[config.mk]
export PLATFORM = sky130hd
export DESIGN_NAME = wwd_top
export DESIGN_NICKNAME = d
export VERILOG_FILES = /design/src/rtl/wwd_pkg.sv /design/src/rtl/wwd_top.sv /design/src/rtl/wwd_sync.sv /design/src/rtl/wwd_tick.sv
export SDC_FILE = /design/constraint.sdc
export NUM_CORES = 1
export LEC_CHECK = 0
export BUFFER_PORTS_ARGS = -buffer_cell sky130_fd_sc_hd__buf_4
export CORE_MARGIN = 4
export CORE_UTILIZATION = 61
export CTS_CLUSTER_DIAMETER = 150
export CTS_CLUSTER_SIZE = 20
export DETAILED_ROUTE_END_ITERATION = 7
export PLACE_DENSITY_LB_ADDON = 0.1
export SLEW_MARGIN = 20
export SYNTH_ARGS = -nofsm -noshare
export SYNTH_HDL_FRONTEND = slang
export SYNTH_SLANG_ARGS = --single-unit
[constraint.sdc]
create_clock -name sys_clk -period 8 [get_ports sys_clk]
set_input_delay 1.6 -clock sys_clk [delete_from_list [all_inputs] [get_ports sys_clk]]
set_output_delay 1.6 -clock sys_clk [all_outputs]
set_load 0.005 [all_outputs]
[src/rtl/wwd_pkg.sv]
// Package for the window watchdog and micro reset block.
// Assumes a 250 MHz system clock; timing counts derive from it.
`default_nettype none
package wwd_pkg;
  // Clock and timebase
  localparam int CLK_PERIOD_NS = 4;
  localparam int TICK_TIME_NS = 1_000_000; // 1 ms timebase tick
  localparam int TICK_CYCLES = TICK_TIME_NS / CLK_PERIOD_NS;
  // Fixed intervals, in ms and in ticks
  localparam int RST_LOW_TIME_MS = 10;
  localparam int HOLD_TIME_MS = 100;
  localparam logic [15:0] RST_LOW_TICKS = 16'(RST_LOW_TIME_MS * 1_000_000 / TICK_TIME_NS);
  localparam logic [15:0] HOLD_TICKS = 16'(HOLD_TIME_MS * 1_000_000 / TICK_TIME_NS);
  // Register byte offsets
  localparam logic [7:0] OFS_CTRL = 8'h00;
  localparam logic [7:0] OFS_STATUS = 8'h04;
  localparam logic [7:0] OFS_FLAG_CLR = 8'h08;
  localparam logic [7:0] OFS_IRQ_STAT = 8'h0C;
  localparam logic [7:0] OFS_IRQ_CLR = 8'h10;
  localparam logic [7:0] OFS_IRQ_EN = 8'h14;
  // Control field positions
  localparam int CTRL_MIN_LSB = 0;
  localparam int CTRL_WIN_LSB = 8;
  localparam int CTRL_LIM_LSB = 16;
  localparam int CTRL_MASK_BIT = 20;
  // Status field positions
  localparam int ST_FLAG_BIT = 0;
  localparam int ST_GATE_BIT = 1;
  localparam int ST_SLEEP_BIT = 2;
  localparam int ST_MRST_BIT = 3;
  localparam int ST_FAIL_LSB = 4;
  // Values after reset
  localparam logic [7:0] MIN_RST = 8'h0A;
  localparam logic [7:0] WIN_RST = 8'h14;
  localparam logic [3:0] LIM_RST = 4'h0;
  localparam logic MASK_RST = 1'b0;
  // Interrupt event bits
  localparam int IRQ_W = 3;
  localparam int IRQ_FAULT = 0;
  localparam int IRQ_RELEASE = 1;
  localparam int IRQ_VALID = 2;
  // Supervisor states
  typedef enum logic [2:0] {
    ST_RESET,
    ST_HOLD,
    ST_FIRST,
    ST_RUN,
    ST_SLEEP
  } wwd_state_t;
endpackage : wwd_pkg
`default_nettype wire

[src/rtl/wwd_top.sv]
// Window watchdog and microcontroller reset generator with AHB-Lite registers.
// Assumes pins are asynchronous; the bus runs on sys_clk; one AHB slave.
// Summary of operation
// (RL1) Hold reset low during rail undervoltage or power-on, then 10 ms more.
// (RL2) Heartbeat rising and falling edges both count as transitions.
// (RL3) Microcontroller holds heartbeat steady at least the minimum time.
// (RL4) Timer restarts only on transitions between minimum and minimum plus window.
// (RL5) Early or missing transition sets fault flag and pulls reset low 10 ms.
// (RL6) After reset release, timer held 100 ms and heartbeat ignored.
// (RL7) No first transition within minimum plus window repeats the reset cycle.
// (RL8) First transition after a micro reset skips the minimum time check.
// (RL9) Fault flag stays set until software clears it.
// (RL10) Failure disables gate drive until a valid transition re-enables it.
// (RL11) Mask bit set disables all watchdog monitoring and actions.
// (RL12) Limit N allows N fail-reset cycles; next failure enters sleep.
// (RL13) A valid transition clears the fail-cycle counter.
// (RL14) Valid means after the hold-off and inside the first window.
// (RL15) Limit zero disables sleep-on-failure, unlimited cycles.
// (RL16) Program mode disables watchdog and floats the reset output.
// (RL17) Sleep holds reset low, clears faults and status to zero.
// (RL18) Times are tick counts; 10 ms and 100 ms are fixed counts.
// (RL19) Heartbeat is synchronised before edge detection, one event per change.
//
// The implementer's own choices: the register addresses and register access over AHB-Lite.
`default_nettype none
module wwd_top import wwd_pkg::*; #(
  parameter int TICK_CYCLES_P = TICK_CYCLES
) (
  // Clock and reset
  input wire logic sys_clk,
  input wire logic resetn,
  // AHB-Lite slave
  input wire logic hsel,
  input wire logic [31:0] haddr,
  input wire logic [1:0] htrans,
  input wire logic hwrite,
  input wire logic [2:0] hsize,
  input wire logic [31:0] hwdata,
  input wire logic hready,
  output logic hreadyout,
  output logic hresp,
  output logic [31:0] hrdata,
  // Device pins
  input wire logic heartbeat_in,
  input wire logic logic_rail_uv,
  input wire logic program_mode_pin,
  input wire logic wake_pin,
  output logic micro_reset_n_o,
  output logic micro_reset_n_oe,
  output logic gate_enable,
  output logic sleep_state,
  output logic irq
);
  // Byte offset match on a word-aligned address
  function automatic logic hit(input logic [31:0] a, input logic [7:0] ofs);
    hit = (a[31:8] == 24'h00_0000) && (a[7:0] == ofs);
  endfunction : hit

  // Synchronised pins
  logic [3:0] pins_s;
  logic hb_s;
  logic uv_s;
  logic pm_s;
  logic wake_s;
  wwd_sync #(.WIDTH(4)) u_sync (
    .sys_clk(sys_clk),
    .resetn(resetn),
    .async_in({wake_pin, program_mode_pin, logic_rail_uv, heartbeat_in}),
    .sync_out(pins_s)
  ); // see (RL19)
  assign hb_s = pins_s[0];
  assign uv_s = pins_s[1];
  assign pm_s = pins_s[2];
  assign wake_s = pins_s[3];

  // Timebase
  logic tick;
  logic restart;
  wwd_tick #(.TICK_CYCLES(TICK_CYCLES_P)) u_tick (
    .sys_clk(sys_clk),
    .resetn(resetn),
    .clr(restart),
    .tick(tick)
  );

  // Bus state
  logic wr_pend_reg, wr_pend_next;
  logic rd_pend_reg, rd_pend_next;
  logic [31:0] addr_reg, addr_next;
  logic hready_reg, hready_next;
  logic [31:0] hrdata_reg, hrdata_next;
  // Software state
  logic [7:0] min_reg, min_next;
  logic [7:0] win_reg, win_next;
  logic [3:0] lim_reg, lim_next;
  logic mask_reg, mask_next;
  logic [IRQ_W-1:0] irq_en_reg, irq_en_next;
  // Supervisor state
  wwd_state_t st_reg, st_next;
  logic [15:0] tcnt_reg, tcnt_next;
  logic [3:0] fail_reg, fail_next;
  logic flag_reg, flag_next;
  logic gate_reg, gate_next;
  logic hb_prev_reg;
  logic [IRQ_W-1:0] irq_st_reg, irq_st_next;
  logic mrst_reg, mrst_next;
  logic oe_reg, irq_reg, irq_next;

  logic addr_ok;
  logic wr_data;
  logic flag_clr;
  logic [IRQ_W-1:0] irq_clr;
  logic hb_edge;
  logic dis;
  logic fault;
  logic valid;
  logic release_ev;
  logic [15:0] minwin;

  assign addr_ok = hsel && htrans[1] && hready;
  assign wr_data = wr_pend_reg;
  assign flag_clr = wr_data && hit(addr_reg, OFS_FLAG_CLR) && hwdata[ST_FLAG_BIT];
  assign irq_clr = (wr_data && hit(addr_reg, OFS_IRQ_CLR)) ? hwdata[IRQ_W-1:0] : '0;
  assign hb_edge = hb_s ^ hb_prev_reg; // see (RL2) (RL19)
  assign dis = mask_reg || pm_s; // see (RL11) (RL16)
  assign minwin = 16'(min_reg) + 16'(win_reg);

  // Bus phases: writes take no wait, reads one wait state
  always_comb begin
    wr_pend_next = addr_ok && hwrite;
    rd_pend_next = addr_ok && !hwrite;
    addr_next = addr_ok ? haddr : addr_reg;
    hready_next = !(addr_ok && !hwrite);
    hrdata_next = hrdata_reg;
    if (rd_pend_reg) begin
      hrdata_next = 32'h0000_0000;
      if (hit(addr_reg, OFS_CTRL)) begin
        hrdata_next[CTRL_MIN_LSB +: 8] = min_reg;
        hrdata_next[CTRL_WIN_LSB +: 8] = win_reg;
        hrdata_next[CTRL_LIM_LSB +: 4] = lim_reg;
        hrdata_next[CTRL_MASK_BIT] = mask_reg;
      end else if (hit(addr_reg, OFS_STATUS)) begin
        hrdata_next[ST_FLAG_BIT] = flag_reg;
        hrdata_next[ST_GATE_BIT] = gate_reg;
        hrdata_next[ST_SLEEP_BIT] = (st_reg == ST_SLEEP);
        hrdata_next[ST_MRST_BIT] = mrst_reg;
        hrdata_next[ST_FAIL_LSB +: 4] = fail_reg;
      end else if (hit(addr_reg, OFS_IRQ_STAT)) begin
        hrdata_next[IRQ_W-1:0] = irq_st_reg;
      end else if (hit(addr_reg, OFS_IRQ_EN)) begin
        hrdata_next[IRQ_W-1:0] = irq_en_reg;
      end
    end
  end

  always_ff @(posedge sys_clk or negedge resetn) begin
    if (!resetn) begin
      wr_pend_reg <= 1'b0;
      rd_pend_reg <= 1'b0;
      addr_reg <= 32'h0000_0000;
      hready_reg <= 1'b1;
      hrdata_reg <= 32'h0000_0000;
    end else begin
      wr_pend_reg <= wr_pend_next;
      rd_pend_reg <= rd_pend_next;
      addr_reg <= addr_next;
      hready_reg <= hready_next;
      hrdata_reg <= hrdata_next;
    end
  end

  // Configuration registers, written in the data phase
  always_comb begin
    min_next = min_reg;
    win_next = win_reg;
    lim_next = lim_reg;
    mask_next = mask_reg;
    irq_en_next = irq_en_reg;
    if (wr_data && hit(addr_reg, OFS_CTRL)) begin
      min_next = hwdata[CTRL_MIN_LSB +: 8]; // see (RL18)
      win_next = hwdata[CTRL_WIN_LSB +: 8];
      lim_next = hwdata[CTRL_LIM_LSB +: 4];
      mask_next = hwdata[CTRL_MASK_BIT];
    end else if (wr_data && hit(addr_reg, OFS_IRQ_EN)) begin
      irq_en_next = hwdata[IRQ_W-1:0];
    end
  end

  always_ff @(posedge sys_clk or negedge resetn) begin
    if (!resetn) begin
      min_reg <= MIN_RST;
      win_reg <= WIN_RST;
      lim_reg <= LIM_RST;
      mask_reg <= MASK_RST;
      irq_en_reg <= '0;
    end else begin
      min_reg <= min_next;
      win_reg <= win_next;
      lim_reg <= lim_next;
      mask_reg <= mask_next;
      irq_en_reg <= irq_en_next;
    end
  end

  // Supervisor: reset pulse, hold-off, first window, running window, sleep
  always_comb begin
    st_next = st_reg;
    tcnt_next = tick ? tcnt_reg + 16'h0001 : tcnt_reg; // see (RL18)
    restart = 1'b0;
    fault = 1'b0;
    valid = 1'b0;
    release_ev = 1'b0;
    gate_next = gate_reg;
    fail_next = fail_reg;
    case (st_reg)
      ST_RESET: begin
        gate_next = 1'b0;
        if (uv_s) begin
          restart = 1'b1; // see (RL1)
        end else if (tcnt_reg >= RST_LOW_TICKS) begin
          st_next = dis ? ST_RUN : ST_HOLD; // see (RL1) (RL5)
          gate_next = dis;
          restart = 1'b1;
          release_ev = 1'b1;
        end
      end
      ST_HOLD: begin
        // Heartbeat ignored here
        if (dis) begin
          st_next = ST_RUN;
          restart = 1'b1;
        end else if (tcnt_reg >= HOLD_TICKS) begin
          st_next = ST_FIRST; // see (RL6)
          restart = 1'b1;
        end
      end
      ST_FIRST: begin
        if (dis) begin
          st_next = ST_RUN;
          restart = 1'b1;
        end else if (hb_edge) begin
          valid = 1'b1; // see (RL8) (RL14)
        end else if (tcnt_reg >= minwin) begin
          fault = 1'b1; // see (RL7)
        end
      end
      ST_RUN: begin
        if (dis) begin
          restart = 1'b1; // see (RL11) (RL16)
          gate_next = 1'b1;
        end else if (hb_edge) begin
          if (tcnt_reg < 16'(min_reg)) begin
            fault = 1'b1; // see (RL5) (RL3)
          end else begin
            valid = 1'b1; // see (RL4)
          end
        end else if (tcnt_reg >= minwin) begin
          fault = 1'b1; // see (RL5)
        end
      end
      ST_SLEEP: begin
        gate_next = 1'b0;
        fail_next = 4'h0; // see (RL17)
        if (wake_s) begin
          st_next = ST_RESET;
          restart = 1'b1;
        end
      end
      default: begin
        st_next = ST_RESET;
        restart = 1'b1;
      end
    endcase
    if (valid) begin
      st_next = ST_RUN;
      restart = 1'b1; // see (RL4)
      fail_next = 4'h0; // see (RL13)
      gate_next = 1'b1; // see (RL10)
    end
    if (fault) begin
      restart = 1'b1;
      gate_next = 1'b0; // see (RL10)
      if (lim_reg != 4'h0 && fail_reg >= lim_reg) begin
        st_next = ST_SLEEP; // see (RL12) (RL15)
      end else begin
        st_next = ST_RESET; // see (RL5)
        fail_next = (fail_reg == 4'hF) ? fail_reg : fail_reg + 4'h1;
      end
    end
    // Undervoltage overrides everything but sleep
    if (uv_s && st_reg != ST_SLEEP && st_reg != ST_RESET) begin
      st_next = ST_RESET; // see (RL1)
      restart = 1'b1;
      gate_next = 1'b0;
    end
    if (restart) begin
      tcnt_next = 16'h0000;
    end
    mrst_next = !(st_next == ST_RESET || st_next == ST_SLEEP); // see (RL17)
  end

  always_ff @(posedge sys_clk or negedge resetn) begin
    if (!resetn) begin
      st_reg <= ST_RESET;
      tcnt_reg <= 16'h0000;
      fail_reg <= 4'h0;
      gate_reg <= 1'b0;
      hb_prev_reg <= 1'b0;
      mrst_reg <= 1'b0;
      oe_reg <= 1'b1;
    end else begin
      st_reg <= st_next;
      tcnt_reg <= tcnt_next;
      fail_reg <= fail_next;
      gate_reg <= gate_next;
      hb_prev_reg <= hb_s;
      mrst_reg <= mrst_next;
      oe_reg <= !pm_s; // see (RL16)
    end
  end

  // Sticky flags; a set in the clearing cycle wins
  always_comb begin
    flag_next = flag_reg;
    if (flag_clr) begin
      flag_next = 1'b0;
    end
    if (fault) begin
      flag_next = 1'b1; // see (RL5) (RL9)
    end
    irq_st_next = irq_st_reg & ~irq_clr;
    irq_st_next[IRQ_FAULT] = irq_st_next[IRQ_FAULT] | fault;
    irq_st_next[IRQ_RELEASE] = irq_st_next[IRQ_RELEASE] | release_ev;
    irq_st_next[IRQ_VALID] = irq_st_next[IRQ_VALID] | valid;
    // Sleep wipes status, so nothing stays pending across it
    if (st_reg == ST_SLEEP) begin
      flag_next = 1'b0; // see (RL17)
      irq_st_next = '0;
    end
    irq_next = |(irq_st_next & irq_en_reg);
  end

  always_ff @(posedge sys_clk or negedge resetn) begin
    if (!resetn) begin
      flag_reg <= 1'b0;
      irq_st_reg <= '0;
      irq_reg <= 1'b0;
    end else begin
      flag_reg <= flag_next;
      irq_st_reg <= irq_st_next;
      irq_reg <= irq_next;
    end
  end

  // Outputs from flops, except hresp, tied to OKAY, and sleep_state, decoded from the state register
  assign hreadyout = hready_reg;
  assign hresp = 1'b0; // Always OKAY
  assign hrdata = hrdata_reg;
  assign micro_reset_n_o = mrst_reg;
  assign micro_reset_n_oe = oe_reg;
  assign gate_enable = gate_reg;
  assign sleep_state = (st_reg == ST_SLEEP);
  assign irq = irq_reg;

  // Size field unused: every access is treated as a full word
  logic unused_ok;
  assign unused_ok = ^hsize;
endmodule : wwd_top
`default_nettype wire

[src/rtl/wwd_sync.sv]
// Two-flop synchroniser for a group of asynchronous pins.
// Assumes inputs are quasi-static levels; no bus coherency across bits.
`default_nettype none
module wwd_sync #(
  parameter int WIDTH = 1
) (
  // Clock and reset
  input wire logic sys_clk,
  input wire logic resetn,
  // Pins and synchronised levels
  input wire logic [WIDTH-1:0] async_in,
  output logic [WIDTH-1:0] sync_out
);
  logic [WIDTH-1:0] meta_reg;
  logic [WIDTH-1:0] sync_reg;

  // First stage feeds only the second
  always_ff @(posedge sys_clk or negedge resetn) begin
    if (!resetn) begin
      meta_reg <= '0;
      sync_reg <= '0;
    end else begin
      meta_reg <= async_in;
      sync_reg <= meta_reg;
    end
  end

  assign sync_out = sync_reg;
endmodule : wwd_sync
`default_nettype wire

[src/rtl/wwd_tick.sv]
// Timebase prescaler: one-cycle tick every TICK_CYCLES clocks.
// Assumes the caller clears it to align the tick with an interval start.
`default_nettype none
module wwd_tick #(
  parameter int TICK_CYCLES = 250_000
) (
  // Clock and reset
  input wire logic sys_clk,
  input wire logic resetn,
  // Control and tick
  input wire logic clr,
  output logic tick
);
  logic [31:0] cnt_reg;
  logic [31:0] cnt_next;
  logic tick_reg;
  logic tick_next;

  // Wrap count; clear restarts a full period
  always_comb begin
    cnt_next = cnt_reg + 32'h0000_0001;
    tick_next = 1'b0;
    if (clr) begin
      cnt_next = 32'h0000_0000;
    end else if (cnt_reg >= 32'(TICK_CYCLES - 1)) begin
      cnt_next = 32'h0000_0000;
      tick_next = 1'b1;
    end
  end

  always_ff @(posedge sys_clk or negedge resetn) begin
    if (!resetn) begin
      cnt_reg <= 32'h0000_0000;
      tick_reg <= 1'b0;
    end else begin
      cnt_reg <= cnt_next;
      tick_reg <= tick_next;
    end
  end

  assign tick = tick_reg;
endmodule : wwd_tick
`default_nettype wire

======== Word level (Yosys, flattened, before mapping) ========
Index checks and enable logic that the tools add are counted.
storage, ports and cells
  bits of input ports ..................... 78
  output and inout bits ................... 39
  flip-flop bits (word level) ............. 153
  word-level logic and storage cells ...... 159
cells by class
  reductions and logical operators ........ 37
  bitwise gates (word level) .............. 8
  $lt $le $gt $ge ......................... 6
  equal/unequal tests ..................... 14
  add/subtract/negate cells ............... 4
  muxes and demuxes ....................... 66
operators with widths
  operator               count
  $mux 32                2
  $mux 3                 15
  $mux 1                 33
  $add 32x1->32 const B  1
  $ge 32x18->1 const B   1
  $mux 16                2
  $logic_not 24->1       1
  $mux 4                 5
  $logic_and 1x1->1      18
  $add 16x1->16 const B  1
  $eq 8x4->1 const B     2
  $eq 8x5->1 const B     2
  $ge 16x4->1 const B    1
  $ge 16x7->1 const B    1
  $ge 16x9->1            1
  $lt 16x8->1            1
  $pmux 3 s5             1
  $mux 13                1
  $add 8x8->9            1
  $eq 8x3->1 const B     1
  $logic_not 8->1        1
  $mux 8                 1
  $and 3x3->3            2
  $eq 3x2->1 const B     2
  26 further kinds       38

======== Logic depth before layout (Yosys ltp) ========
Gate-level depths: netlist of the first run.
  word-level depth ........................ 11
  depth in mapped cells ................... 16
  mapped depth without buffers ............ 14

======== Cells and area by module ========
A second synthesis of the first run with hierarchy kept.
second synthesis, totals
  cells, all modules ...................... 658
  area, all modules ....................... 7526.0 sq um
by module, submodules not included
  module    times used  sequential area each (sq um)  area each (sq um)  cells each
  wwd_top   1           2810.2                        5909.4             532
  wwd_tick  1           825.8                         1416.4             118
  wwd_sync  1           200.2                         200.2              8

======== Worst setup path after synthesis of the first run ========
No wires, ideal clock.
  path type ............................... flip-flop to flip-flop
  from .................................... register min_reg[0]
  to ...................................... register u_tick.cnt_reg[11]
  buffers on the path ..................... 1
  setup slack ............................. 4.576 ns
  arrival time ............................ 3.328 ns
  stages on the path, launching flop included .. 16
  period minus slack after synthesis ...... 3.424 ns
  library setup time ...................... 0.096 ns
  data required time ...................... 7.904 ns
  cell sequence ........................... dfrtp_1 ha_1 fa_1 a21o_1 a21oi_1 o21bai_1 a21oi_1 nor2_1 a211oi_1 ha_1 nor2b_1 o41ai_2 a21oi_2 a22o_2 buf_4 nor4_2
between the ends
  word-level cells in the longest chain between the ends .. 9
  elaborated cells on any way between the ends .. 18
  classes of those cells .................. 1 x add/sub; 2 x order compare; 15 x mux
RTL lines
  what                                        RTL line                                        RTL
  start: declaration                          wwd_top.sv:93                                   logic [7:0] min_reg, min_next;
  start signal: assignment                    wwd_top.sv:197                                  min_reg <= min_next;
  $add 8x8->9 or $lt 16x8->1 (tied branches)  wwd_top.sv:126, wwd_top.sv:252
  $ge 16x9->1 or $mux 1 (tied branches)       wwd_top.sv:243, wwd_top.sv:257, wwd_top.sv:252
  $mux 1 (on tied branches)                   wwd_top.sv:243, wwd_top.sv:257, wwd_top.sv:251
  $mux 1 (on tied branches)                   wwd_top.sv:251, wwd_top.sv:241, wwd_top.sv:248
  $mux 1 (tied with other cells)              wwd_top.sv:248                                  if (dis) begin
  $pmux 1 s2 or $mux 1 (tied branches)        wwd_top.sv:215, wwd_top.sv:274
  $mux 1 (*)                                  wwd_top.sv:280                                  if (fault) begin
  $mux 1 (*)                                  wwd_top.sv:291                                  if (uv_s && st_reg != ST_SLEEP && st_reg != ST_RESET) begin
  $mux 32 (*)                                 wwd_tick.sv:23                                  if (clr) begin
  named net u_tick.cnt_next[11]               wwd_tick.sv:15                                  logic [31:0] cnt_next;
  end signal: assignment                      wwd_tick.sv:36                                  cnt_reg <= cnt_next;
  end: declaration                            wwd_tick.sv:14                                  logic [31:0] cnt_reg;
The timed path passes the listed nets; every way through them passes the cells marked *.
A chain may end at the register's enable or synchronous reset.

======== Final worst setup path of the first run ========
  from .................................... register min_reg[1]
  to ...................................... register tcnt_reg[7]
between the ends
  word-level cells in the longest chain between the ends .. 9
  elaborated cells on any way between the ends .. 19
  classes of those cells .................. 1 x add/sub; 2 x order compare; 15 x mux; 1 x reduce/logical
RTL lines
  what                                          RTL line                                        RTL
  $add 8x8->9 or $lt 16x8->1 (tied branches)    wwd_top.sv:126, wwd_top.sv:252
  $ge 16x9->1 or $mux 1 (tied branches)         wwd_top.sv:243, wwd_top.sv:257, wwd_top.sv:252
  $mux 1 (on tied branches)                     wwd_top.sv:243, wwd_top.sv:257, wwd_top.sv:251
  $mux 1 (on tied branches)                     wwd_top.sv:251, wwd_top.sv:241, wwd_top.sv:248
  $mux 1 (tied with other cells)                wwd_top.sv:248
  $pmux 1 s2 or $mux 1 (tied branches)          wwd_top.sv:215, wwd_top.sv:274
  $mux 1 (*)                                    wwd_top.sv:280
  $mux 1 (*)                                    wwd_top.sv:291
  $mux 16 or $reduce_bool 2->1 (tied branches)  --
  end signal: assignment                        wwd_top.sv:313                                  tcnt_reg <= tcnt_next;
  end: declaration                              wwd_top.sv:100                                  logic [15:0] tcnt_reg, tcnt_next;
Mark *: on every way between the ends. The rest lies on a longest branch, timed or not.

==> results.json, run 1 <==
{
  "fp.dieW_um": 119,
  "grt.total_usage_pct": 24.0,
  "cp_slowest_cell": "a22o_2",
  "grt_pass1_vias": 5723,
  "fin_nets": 895,
  "path_cells": "ha_1 > a21o_1 > a21oi_1 > nor2b_1 > o21a_1 > o41a_1 > xnor2_1 > ha_1 > nand4_1 > o211ai_1 > a22o_2 > nor3_1",
  "routed_via_density": 5.74,
  "whs_path_depth": 0,
  "cts_buffer_depth": 2,
  "rsz0062_at_grt": "false",
  "synthCells": 685,
  "cpMostUsedCell": "ha_1",
  "period_share_pct": 56.5,
  "setup_viol": 0,
  "cts_tree": "built",
  "dieArea_um2": 14200,
  "first_pass_iters": 5,
  "cts_made_buffers": 17,
  "grt_first_pass_wirelength_um": 27200,
  "crit_family": "compound AO/OA/AOI/OAI gates",
  "ios": 117,
  "initial_utilization_pct": 62.6,
  "worst_pin_slew_ns": 1.00,
  "fin_worst_skew_ns": 0.00712,
  "antenna_left": 0,
  "report.final.slew_viol_count": 0,
  "cts_resized": 0,
  "max_slew_margin_pct": 32.9,
  "cts_sinks": 153,
  "crit_buf_inv": 0,
  "mostFrequentLayoutCells": "dfrtp_1 (147), buf_4 (91), nand2_1 (52)",
  "coreArea_um2": 12100,
  "syn_area_um2": 7540,
  "grt_max_degree": 78,
  "ff2ff_path_depth": 12,
  "final.min_clock_period_ns": 4.52,
  "hold_path.class": "flip-flop to flip-flop",
  "gp_congestion": 0.923,
  "power_density_nw_per_um2": 234,
  "yosysWarnings": 0,
  "vias": 5543,
  "clk-insertion-delay-late_ns": 0.43,
  "ir_worst_vdd_uv": 192,
  "required_ns": 8.25,
  "ys_async_sr_fraction_pct": 100,
  "synth_cell_types": 67,
  "port_buffers": 89,
  "grt.overflow.total": 0,
  "top_layer_used": "met4",
  "pre_cts_slack_ns": 3.61,
  "status": "complete, no violations",
  "setup_ws_ns": 3.48,
  "cts_setup_buffers": 0,
  "final_area_um2": 8970,
  "cap_viol_max_count": 0,
  "cts-root-buf": "clkbuf_16",
  "wl_per_cell_um": 16.6,
  "wl_um": 16100,
  "rows": 40,
  "yosysSeqAreaShare_pct": 50.8,
  "cp_num_cells": 12,
  "clk_pin_slew_ns": 0.06,
  "antennaDiodeCount": 0,
  "route.met2.wl_um": 8100,
  "crit_fanout": 39,
  "drt_iter0_drc": 456,
  "met3_length_um": 840,
  "end_kind": "flip-flop",
  "antenna_found_initial": 0,
  "slowest_delay_ns": 0.95,
  "placed_area_um2": 8330,
  "h-tree-depth": 4,
  "final.setup.tns_ns": 0,
  "met1Wirelength_um": 6740,
  "cp.arrival_ns": 4.77,
  "yosys_most_used_dff": "dfrtp_1",
  "power_leakage_nw": 4.09,
  "hold_viol": 0,
  "area_delta_synth_final_pct": 18.9,
  "hold_buffers": 0,
  "hpwl_um": 11300,
  "final_common_cell": "dfrtp_1",
  "start_kind": "flip-flop",
  "crit_type": "flip-flop to flip-flop",
  "layout-drive-gt1-share_pct": 26.0,
  "postSynthAreaPerCell_um2": 11.0,
  "fill_cells": 843,
  "drc": 0,
  "synth-edff-count": 0,
  "ys_ff_latch": 153,
  "timing.hold.ws_ns": 0.348,
  "fmax_ghz": 0.221,
  "die_y_um": 119
}
-- report_power, final --
part	switching [W]	total, W	internal (W)
clock network	0.000320	0.000856	0.000535
registers	0.0000723	0.000917	0.000845
logic	0.000198	0.000327	0.000129
total	0.000591	0.00210	0.00151
-- through the flow --
step | instances | total power [W] | utilization (%)
4_1_cts | 965 | 0.00211 | 74.3
2_1_floorplan | 710 | 0.00115 | -
3_5_place_dp | 933 | 0.00125 | 69.1
3_3_place_gp | 933 | 0.00124 | 69.1
6_report | 965 | 0.00210 | 74.4
5_1_grt | 965 | 0.00219 | 74.4
-- metal layers --
metal | up-vias | track usage, %
met4 | 0 | 9.27
met5 | - | 0
li1 | 2611 | -
met3 | 30 | 6.41
met2 | 172 | 39.7
met1 | 2730 | 30.4
-- kinds of logic (layout without fill, tap and decap cells) --
logic type,count (synthesis),after routing,synth area share [%]
compound gates,105,105,9.20
xor+xnor,38,38,4.51
fa+ha+maj,33,33,5.57
buf+inv,81,168,4.99
flops,153,153,50.8
mux,46,46,6.87
other cells,1,26,0.0497
simple gates,228,228,18.0
-- final timing paths --
path | from | slack, ns | endpoint
hold / removal | u_sync.meta_reg[3] | 0.35 | u_sync.sync_out[3]
hold reg to reg | u_sync.meta_reg[3] | 0.35 | u_sync.sync_out[3]
min in group asynchronous | resetn | 1.18 | hrdata[12]
setup / recovery | min_reg[1] | 3.48 | tcnt_reg[7]
max in group asynchronous | resetn | 5.38 | u_tick.cnt_reg[23]
setup reg to reg | min_reg[1] | 3.48 | tcnt_reg[7]
-- final cells by class --
| cell class | count | area [um2] | area share [%] |
|---|---|---|---|
| sequential | 153 | 3840 | 42.8 |
| timing repair buffer | 92 | 694 | 7.74 |
| inverter | 44 | 165 | 1.84 |
| clock inverter | 12 | 188 | 2.09 |
| clock buffer | 20 | 447 | 4.98 |
| multi-input combinational | 476 | 3430 | 38.2 |
| tap | 168 | 210 | 2.34 |
-- synth_stat cells (4+ instances only) --
master | instances | area [um2]
buf_4 | 13 | 97.6
mux2_1 | 7 | 78.8
ha_1 | 32 | 400
nor2b_1 | 9 | 56.3
buf_2 | 7 | 35.0
nor3b_1 | 4 | 30.0
a31oi_1 | 8 | 50.1
o21ai_0 | 39 | 195
nor4_1 | 17 | 106
o211ai_1 | 4 | 30.0
inv_1 | 44 | 165
nor3_1 | 23 | 115
dfstp_2 | 6 | 158
nand3_1 | 26 | 130
dfrtp_1 | 147 | 3680
a21oi_1 | 13 | 65.1
clkbuf_1 | 14 | 52.6
xnor2_1 | 18 | 158
nor2_1 | 25 | 93.8
mux2_2 | 39 | 439
nor4_2 | 18 | 225
xor2_1 | 19 | 166
nor3_2 | 6 | 60.1
nand4_1 | 18 | 113
nand2b_1 | 5 | 31.3
o22ai_1 | 6 | 37.5
nand2_1 | 52 | 195
a21o_1 | 4 | 30.0
and3_1 | 11 | 68.8
Note: power is estimated with default switching activity, not from simulation.
==> inputs of run 2 (changes only) <==
Settings changed: CORE_UTILIZATION 61 to 52.
Clock period 8 ns to 3.88 ns, I/O delays scaled along.
==> results.json, run 2 (synthesis gave the netlist of run 1 again) <==
{
  "final.min_clock_period_ns": 3.67,
  "cts_tree": "built",
  "hold_path.class": "primary input to async pin",
  "cts_made_buffers": 17,
  "cp.arrival_ns": 3.99,
  "initial_utilization_pct": 53.7,
  "mostFrequentLayoutCells": "dfrtp_1 (147), buf_4 (98), nand2_1 (52)",
  "setup_viol": 0,
  "hold_viol": 0,
  "drt_iter0_drc": 346,
  "grt_pass1_vias": 5717,
  "fin_worst_skew_ns": 0.0115,
  "setup_ws_ns": 0.206,
  "routed_via_density": 5.53,
  "power_density_nw_per_um2": 464,
  "grt_max_degree": 68,
  "cts-root-buf": "clkbuf_16",
  "first_pass_iters": 5,
  "area_delta_synth_final_pct": 20.0,
  "period_share_pct": 94.7,
  "fmax_ghz": 0.272,
  "rows": 43,
  "clock_power_share_pct": 37.9,
  "hpwl_um": 11600,
  "ir_worst_vdd_uv": 389,
  "dieArea_um2": 16500,
  "crit_fanout": 22,
  "required_ns": 4.20,
  "drc": 0,
  "grt.overflow.total": 0,
  "power.share.switching_pct": 29.6,
  "combinationalPowerShare_pct": 17.2,
  "cts_buffer_depth": 2,
  "report.final.slew_viol_count": 0,
  "antennaDiodeCount": 0,
  "intPower_w": 0.00296,
  "grt.total_usage_pct": 21.1,
  "start_kind": "flip-flop",
  "layout-drive-gt1-share_pct": 27.4,
  "die_y_um": 128,
  "max_slew_margin_pct": 38.3,
  "fp.dieW_um": 128,
  "wl_per_cell_um": 16.5,
  "power_leakage_nw": 4.14,
  "r2r_slack_ns": 0.21,
  "antenna_found_initial": 0,
  "final_core_util_pct": 64.5,
  "wl_um": 16300,
  "crit_type": "flip-flop to flip-flop",
  "power_switching_w": 0.00125,
  "clk_pin_slew_ns": 0.06,
  "status": "complete, no violations",
  "worst_pin_slew_ns": 0.925,
  "h-tree-depth": 4,
  "port_buffers": 89,
  "power_frac_seq_pct": 45.0,
  "pre_cts_slack_ns": 0.0597,
  "end_kind": "flip-flop",
  "coreArea_um2": 14000,
  "vias": 5451,
  "ios": 117,
  "grt_first_pass_wirelength_um": 27700,
  "clk-insertion-delay-late_ns": 0.42,
  "cts_sinks": 153,
  "fin_nets": 904,
  "gp_congestion": 0.899,
  "final_common_cell": "dfrtp_1",
  "cap_viol_max_count": 0,
  "antenna_left": 0
}
==> run 2: cell types whose count changed in the layout (fill, tap and decap cells not counted), moves of 3 or more <==
cell       before  now
buf_4          91   98
clkinv_2        0    4
bufinv_16       4    1
inv_8           0    3
nor4_2         18   15
nor4_4          1    4
==> run 2: metal layers <==
metal  wire (um)  part of all wire (%)  global-route usage [%]  vias up
met5           0                     0                       0        -
met4         311                   1.9                    8.74        0
met3         960                   5.9                    5.48       27
met2        8240                    51                    34.5      150
met1        6780                    42                    26.6     2643
li1            -                     -                       -     2631
==> run 2: path summary, 6_finish.rpt <==
kind | from | to | cells after the start
max in group asynchronous | resetn | min_reg[1] | 2
setup / recovery | win_reg[0] | u_tick.cnt_reg[12] | 16
hold / removal | resetn | win_reg[5] | 1
hold reg to reg | u_sync.meta_reg[0] | u_sync.sync_out[0] | 0
setup reg to reg | win_reg[0] | u_tick.cnt_reg[12] | 16
min in group sys_clk | u_sync.meta_reg[0] | u_sync.sync_out[0] | 0
==> run 2: through the flow <==
step           hold WS [ns]  setup TNS, ns  power (W)  instance area [um2]  cells
2_1_floorplan         0.331              0    0.00237                 7640    710
3_3_place_gp          0.335              0    0.00259                 8430    953
3_5_place_dp          0.338              0    0.00262                 8430    953
4_1_cts               0.346              0    0.00423                 9010    985
5_1_grt               0.356       -0.00169    0.00442                 9050    986
6_report              0.330              0    0.00420                 9050    986
==> run 2: worst max-delay path, stage by stage (launching register included) <==
cell,delay [ns]
dfrtp_1,0.42
ha_1,0.23
fa_2,0.35
a21o_1,0.18
a21oi_2,0.17
o21bai_1,0.09
a21oi_2,0.17
nor2_1,0.08
a211oi_2,0.22
ha_1,0.26
nor2b_1,0.13
o41ai_2,0.33
buf_4,0.18
a21oi_2,0.04
a22o_2,0.28
buf_12,0.17
nor4_2,0.28
==> run 2: final cells by class <==
class | instances | area (um2)
clock inverters | 14 | 135
flip-flops and latches | 153 | 3840
fillers | 1123 | 4990
well taps | 180 | 225
inverters | 44 | 165
clock buffers | 18 | 439
multi-input cells | 476 | 3470
repair buffers | 101 | 787
==> run 2: power by group through the flow <==
stage / clock network (W) / logic, W / registers [W]
final: 0.00159 / 0.000721 / 0.00189
after floorplan: 0 / 0.000523 / 0.00185
after global placement: 0 / 0.000685 / 0.00191
after global routing: 0.00171 / 0.000797 / 0.00191
after detailed placement: 0 / 0.000706 / 0.00192
after CTS: 0.00163 / 0.000711 / 0.00189
==> run 2: timing repair <==
action | in CTS | in global routing
endpoints found under the setup margin | 0 | 44
buffers inserted | 0 | 1
hold buffers | 0 | 0
gates resized for setup | 0 | 7
==> inputs of run 3 (changes only) <==
Settings changed: CORE_ASPECT_RATIO set to 1.2, SYNTH_HIERARCHICAL set to 1.
==> results.json, run 3 <==
{
  "vias": 5217,
  "power_leakage_nw": 4.21,
  "grt.overflow.total": 0,
  "synth-edff-count": 0,
  "rows": 47,
  "coreArea_um2": 14000,
  "fin_worst_skew_ns": 0.00732,
  "report.final.slew_viol_count": 0,
  "hold_buffers": 0,
  "fin_nets": 878,
  "worst_pin_slew_ns": 1.06,
  "port_buffers": 89,
  "clk-insertion-delay-late_ns": 0.42,
  "mostFrequentLayoutCells": "dfrtp_1 (147), buf_4 (95), inv_1 (44)",
  "synth_top_area_share_pct": 48.9,
  "drt_iter0_drc": 273,
  "ir_worst_vdd_uv": 355,
  "fill_cells": 1163,
  "max_slew_margin_pct": 29.2,
  "hpwl_um": 11400,
  "fmax_ghz": 0.273,
  "dieArea_um2": 16500,
  "cap_viol_max_count": 0,
  "syn_area_um2": 7530,
  "start_kind": "flip-flop",
  "yosysWarnings": 6,
  "cts-root-buf": "clkbuf_16",
  "placed_area_um2": 8360,
  "crit_type": "flip-flop to flip-flop",
  "die_y_um": 140,
  "final.setup.tns_ns": 0,
  "antenna_left": 0,
  "netlist_top_cells_count": "dfrtp_1 (147), inv_1 (44), mux2_2 (38), nand3_1 (33), nor2_1 (33)",
  "drc": 0,
  "final_common_cell": "dfrtp_1",
  "antennaDiodeCount": 0,
  "grt.total_usage_pct": 19.8,
  "grt_pass1_vias": 5392,
  "postSynthAreaPerCell_um2": 11.4,
  "final_area_um2": 9020,
  "synth_cell_types": 74,
  "end_kind": "flip-flop",
  "ys_ff_latch": 153,
  "rsz0062_at_grt": "false",
  "required_ns": 4.21,
  "yosys_most_used_dff": "dfrtp_1",
  "area_delta_synth_final_pct": 19.9,
  "initial_utilization_pct": 53.8,
  "timing.hold.ws_ns": 0.348,
  "power_density_nw_per_um2": 448,
  "cts_made_buffers": 17,
  "layout-drive-gt1-share_pct": 30.6,
  "yosysMostFrequentCell": "dfrtp_1",
  "ys_top_cells_by_area": "dfrtp_1 (49%), mux2_2 (5.7%), ha_1 (5.3%)",
  "grt_max_degree": 76,
  "final.min_clock_period_ns": 3.66,
  "first_pass_iters": 4,
  "period_share_pct": 94.4,
  "wl_per_cell_um": 16.5,
  "cp.arrival_ns": 3.99,
  "ios": 117,
  "gp_congestion": 0.892,
  "crit_fanout": 18,
  "yosysTopAreaCell": "dfrtp_1",
  "fp.dieW_um": 118,
  "hold_viol": 0,
  "wl_um": 15700,
  "setup_viol": 0,
  "routed_via_density": 5.49,
  "ys_async_sr_fraction_pct": 100,
  "synthCells": 658,
  "final_core_util_pct": 64.5,
  "cts_buffer_depth": 2,
  "antenna_found_initial": 0,
  "status": "complete, no violations",
  "cts_tree": "built",
  "grt_first_pass_wirelength_um": 26400,
  "cts_sinks": 153,
  "h-tree-depth": 4,
  "clk_pin_slew_ns": 0.06,
  "hold_path.class": "primary input to async pin",
  "yosysSeqAreaShare_pct": 51.0
}
[run 3: cell types whose count changed in the layout (fill, tap and decap cells not counted), sizes merged, moves of 4 or more]
cell,before,now
nand4,18,14
nor2,25,44
mux2,46,58
mux2i,0,7
nand3,28,33
a31oi,8,1
inv,51,45
nor4,36,14
nand2,52,31
nor2b,9,3
and4,0,4
o21ai,39,26
[run 3: stage by stage]
step	instances	worst slack, ns	power (W)
after floorplan	682	0.0179	0.00227
after global placement	915	0.180	0.00244
after detailed placement	915	-0.00301	0.00248
after CTS	947	0.0249	0.00408
after global routing	951	0.0142	0.00425
final	951	0.219	0.00404
[run 3: worst max-delay path, stage by stage, from the launching register on]
cell and delay [ns]:
dfrtp_1 0.40, ha_2 0.21, fa_2 0.35, a21o_1 0.21, a21oi_2 0.16, o21bai_1 0.09, a21oi_2 0.17, nor2_1 0.09
a211oi_2 0.18, ha_1 0.28, nand3_1 0.10, o22ai_1 0.11, nor3_2 0.13, a21oi_2 0.10, nor2_2 0.21, nand4_4 0.12
a311o_1 0.30, buf_6 0.17, nor3_1 0.20
[run 3: what timing repair did]
action,in CTS,in global routing
hold endpoints to repair,0,0
endpoints found under the setup margin,10,20
setup buffers,0,3
resized for setup,1,12
pin swaps,0,2
[run 3: layout make-up]
| type | instances | area [um2] | share of cell area, % |
|---|---|---|---|
| Clock buffer | 20 | 447 | 4.95 |
| Clock inverter | 12 | 125 | 1.39 |
| Inverter | 44 | 165 | 1.83 |
| Multi-Input combinational cell | 452 | 3470 | 38.4 |
| Sequential cell | 153 | 3840 | 42.5 |
| Tap cell | 171 | 214 | 2.37 |
| Timing Repair Buffer | 99 | 767 | 8.50 |
[run 3: power by group]
group	switching (W)	internal, W	total (W)
logic	0.000277	0.000298	0.000575
clock network	0.000627	0.000959	0.00159
registers	0.000147	0.00173	0.00188
total	0.00105	0.00299	0.00404
[run 3: cells by family after synthesis]
| kind of cell | count (synthesis) | share of synthesized area, % |
|---|---|---|
| multiplexers | 65 | 10.6 |
| AND/OR/NAND/NOR | 203 | 15.0 |
| XOR/XNOR | 35 | 4.07 |
| buffers and inverters | 77 | 4.95 |
| flip-flops | 153 | 51.0 |
| adder cells (fa/ha/maj) | 33 | 5.59 |
| other | 2 | 0.0998 |
| AO/OA/AOI/OAI | 90 | 8.73 |
[run 3: final timing paths]
path / endpoint / from / cells after the start / slack, ns
min reg2reg: u_sync/sync_out[3] / u_sync/meta_reg[3] / 0 / 0.35
min: hrdata[17] / resetn / 1 / 0.35
max reg2reg: u_tick/cnt_reg[4] / min_reg[0] / 18 / 0.22
max in group asynchronous: u_tick/cnt_reg[9] / resetn / 2 / 2.68
max: u_tick/cnt_reg[4] / min_reg[0] / 18 / 0.22
min in group sys_clk: u_sync/sync_out[3] / u_sync/meta_reg[3] / 0 / 0.35
[run 3: layer usage]
layer	global-route usage, %	vias to the layer above	share of wire (%)
li1	-	2521	-
met2	36.4	77	55
met5	0	-	0
met3	4.67	14	3.2
met4	6.48	0	1.2
met1	22.7	2605	40
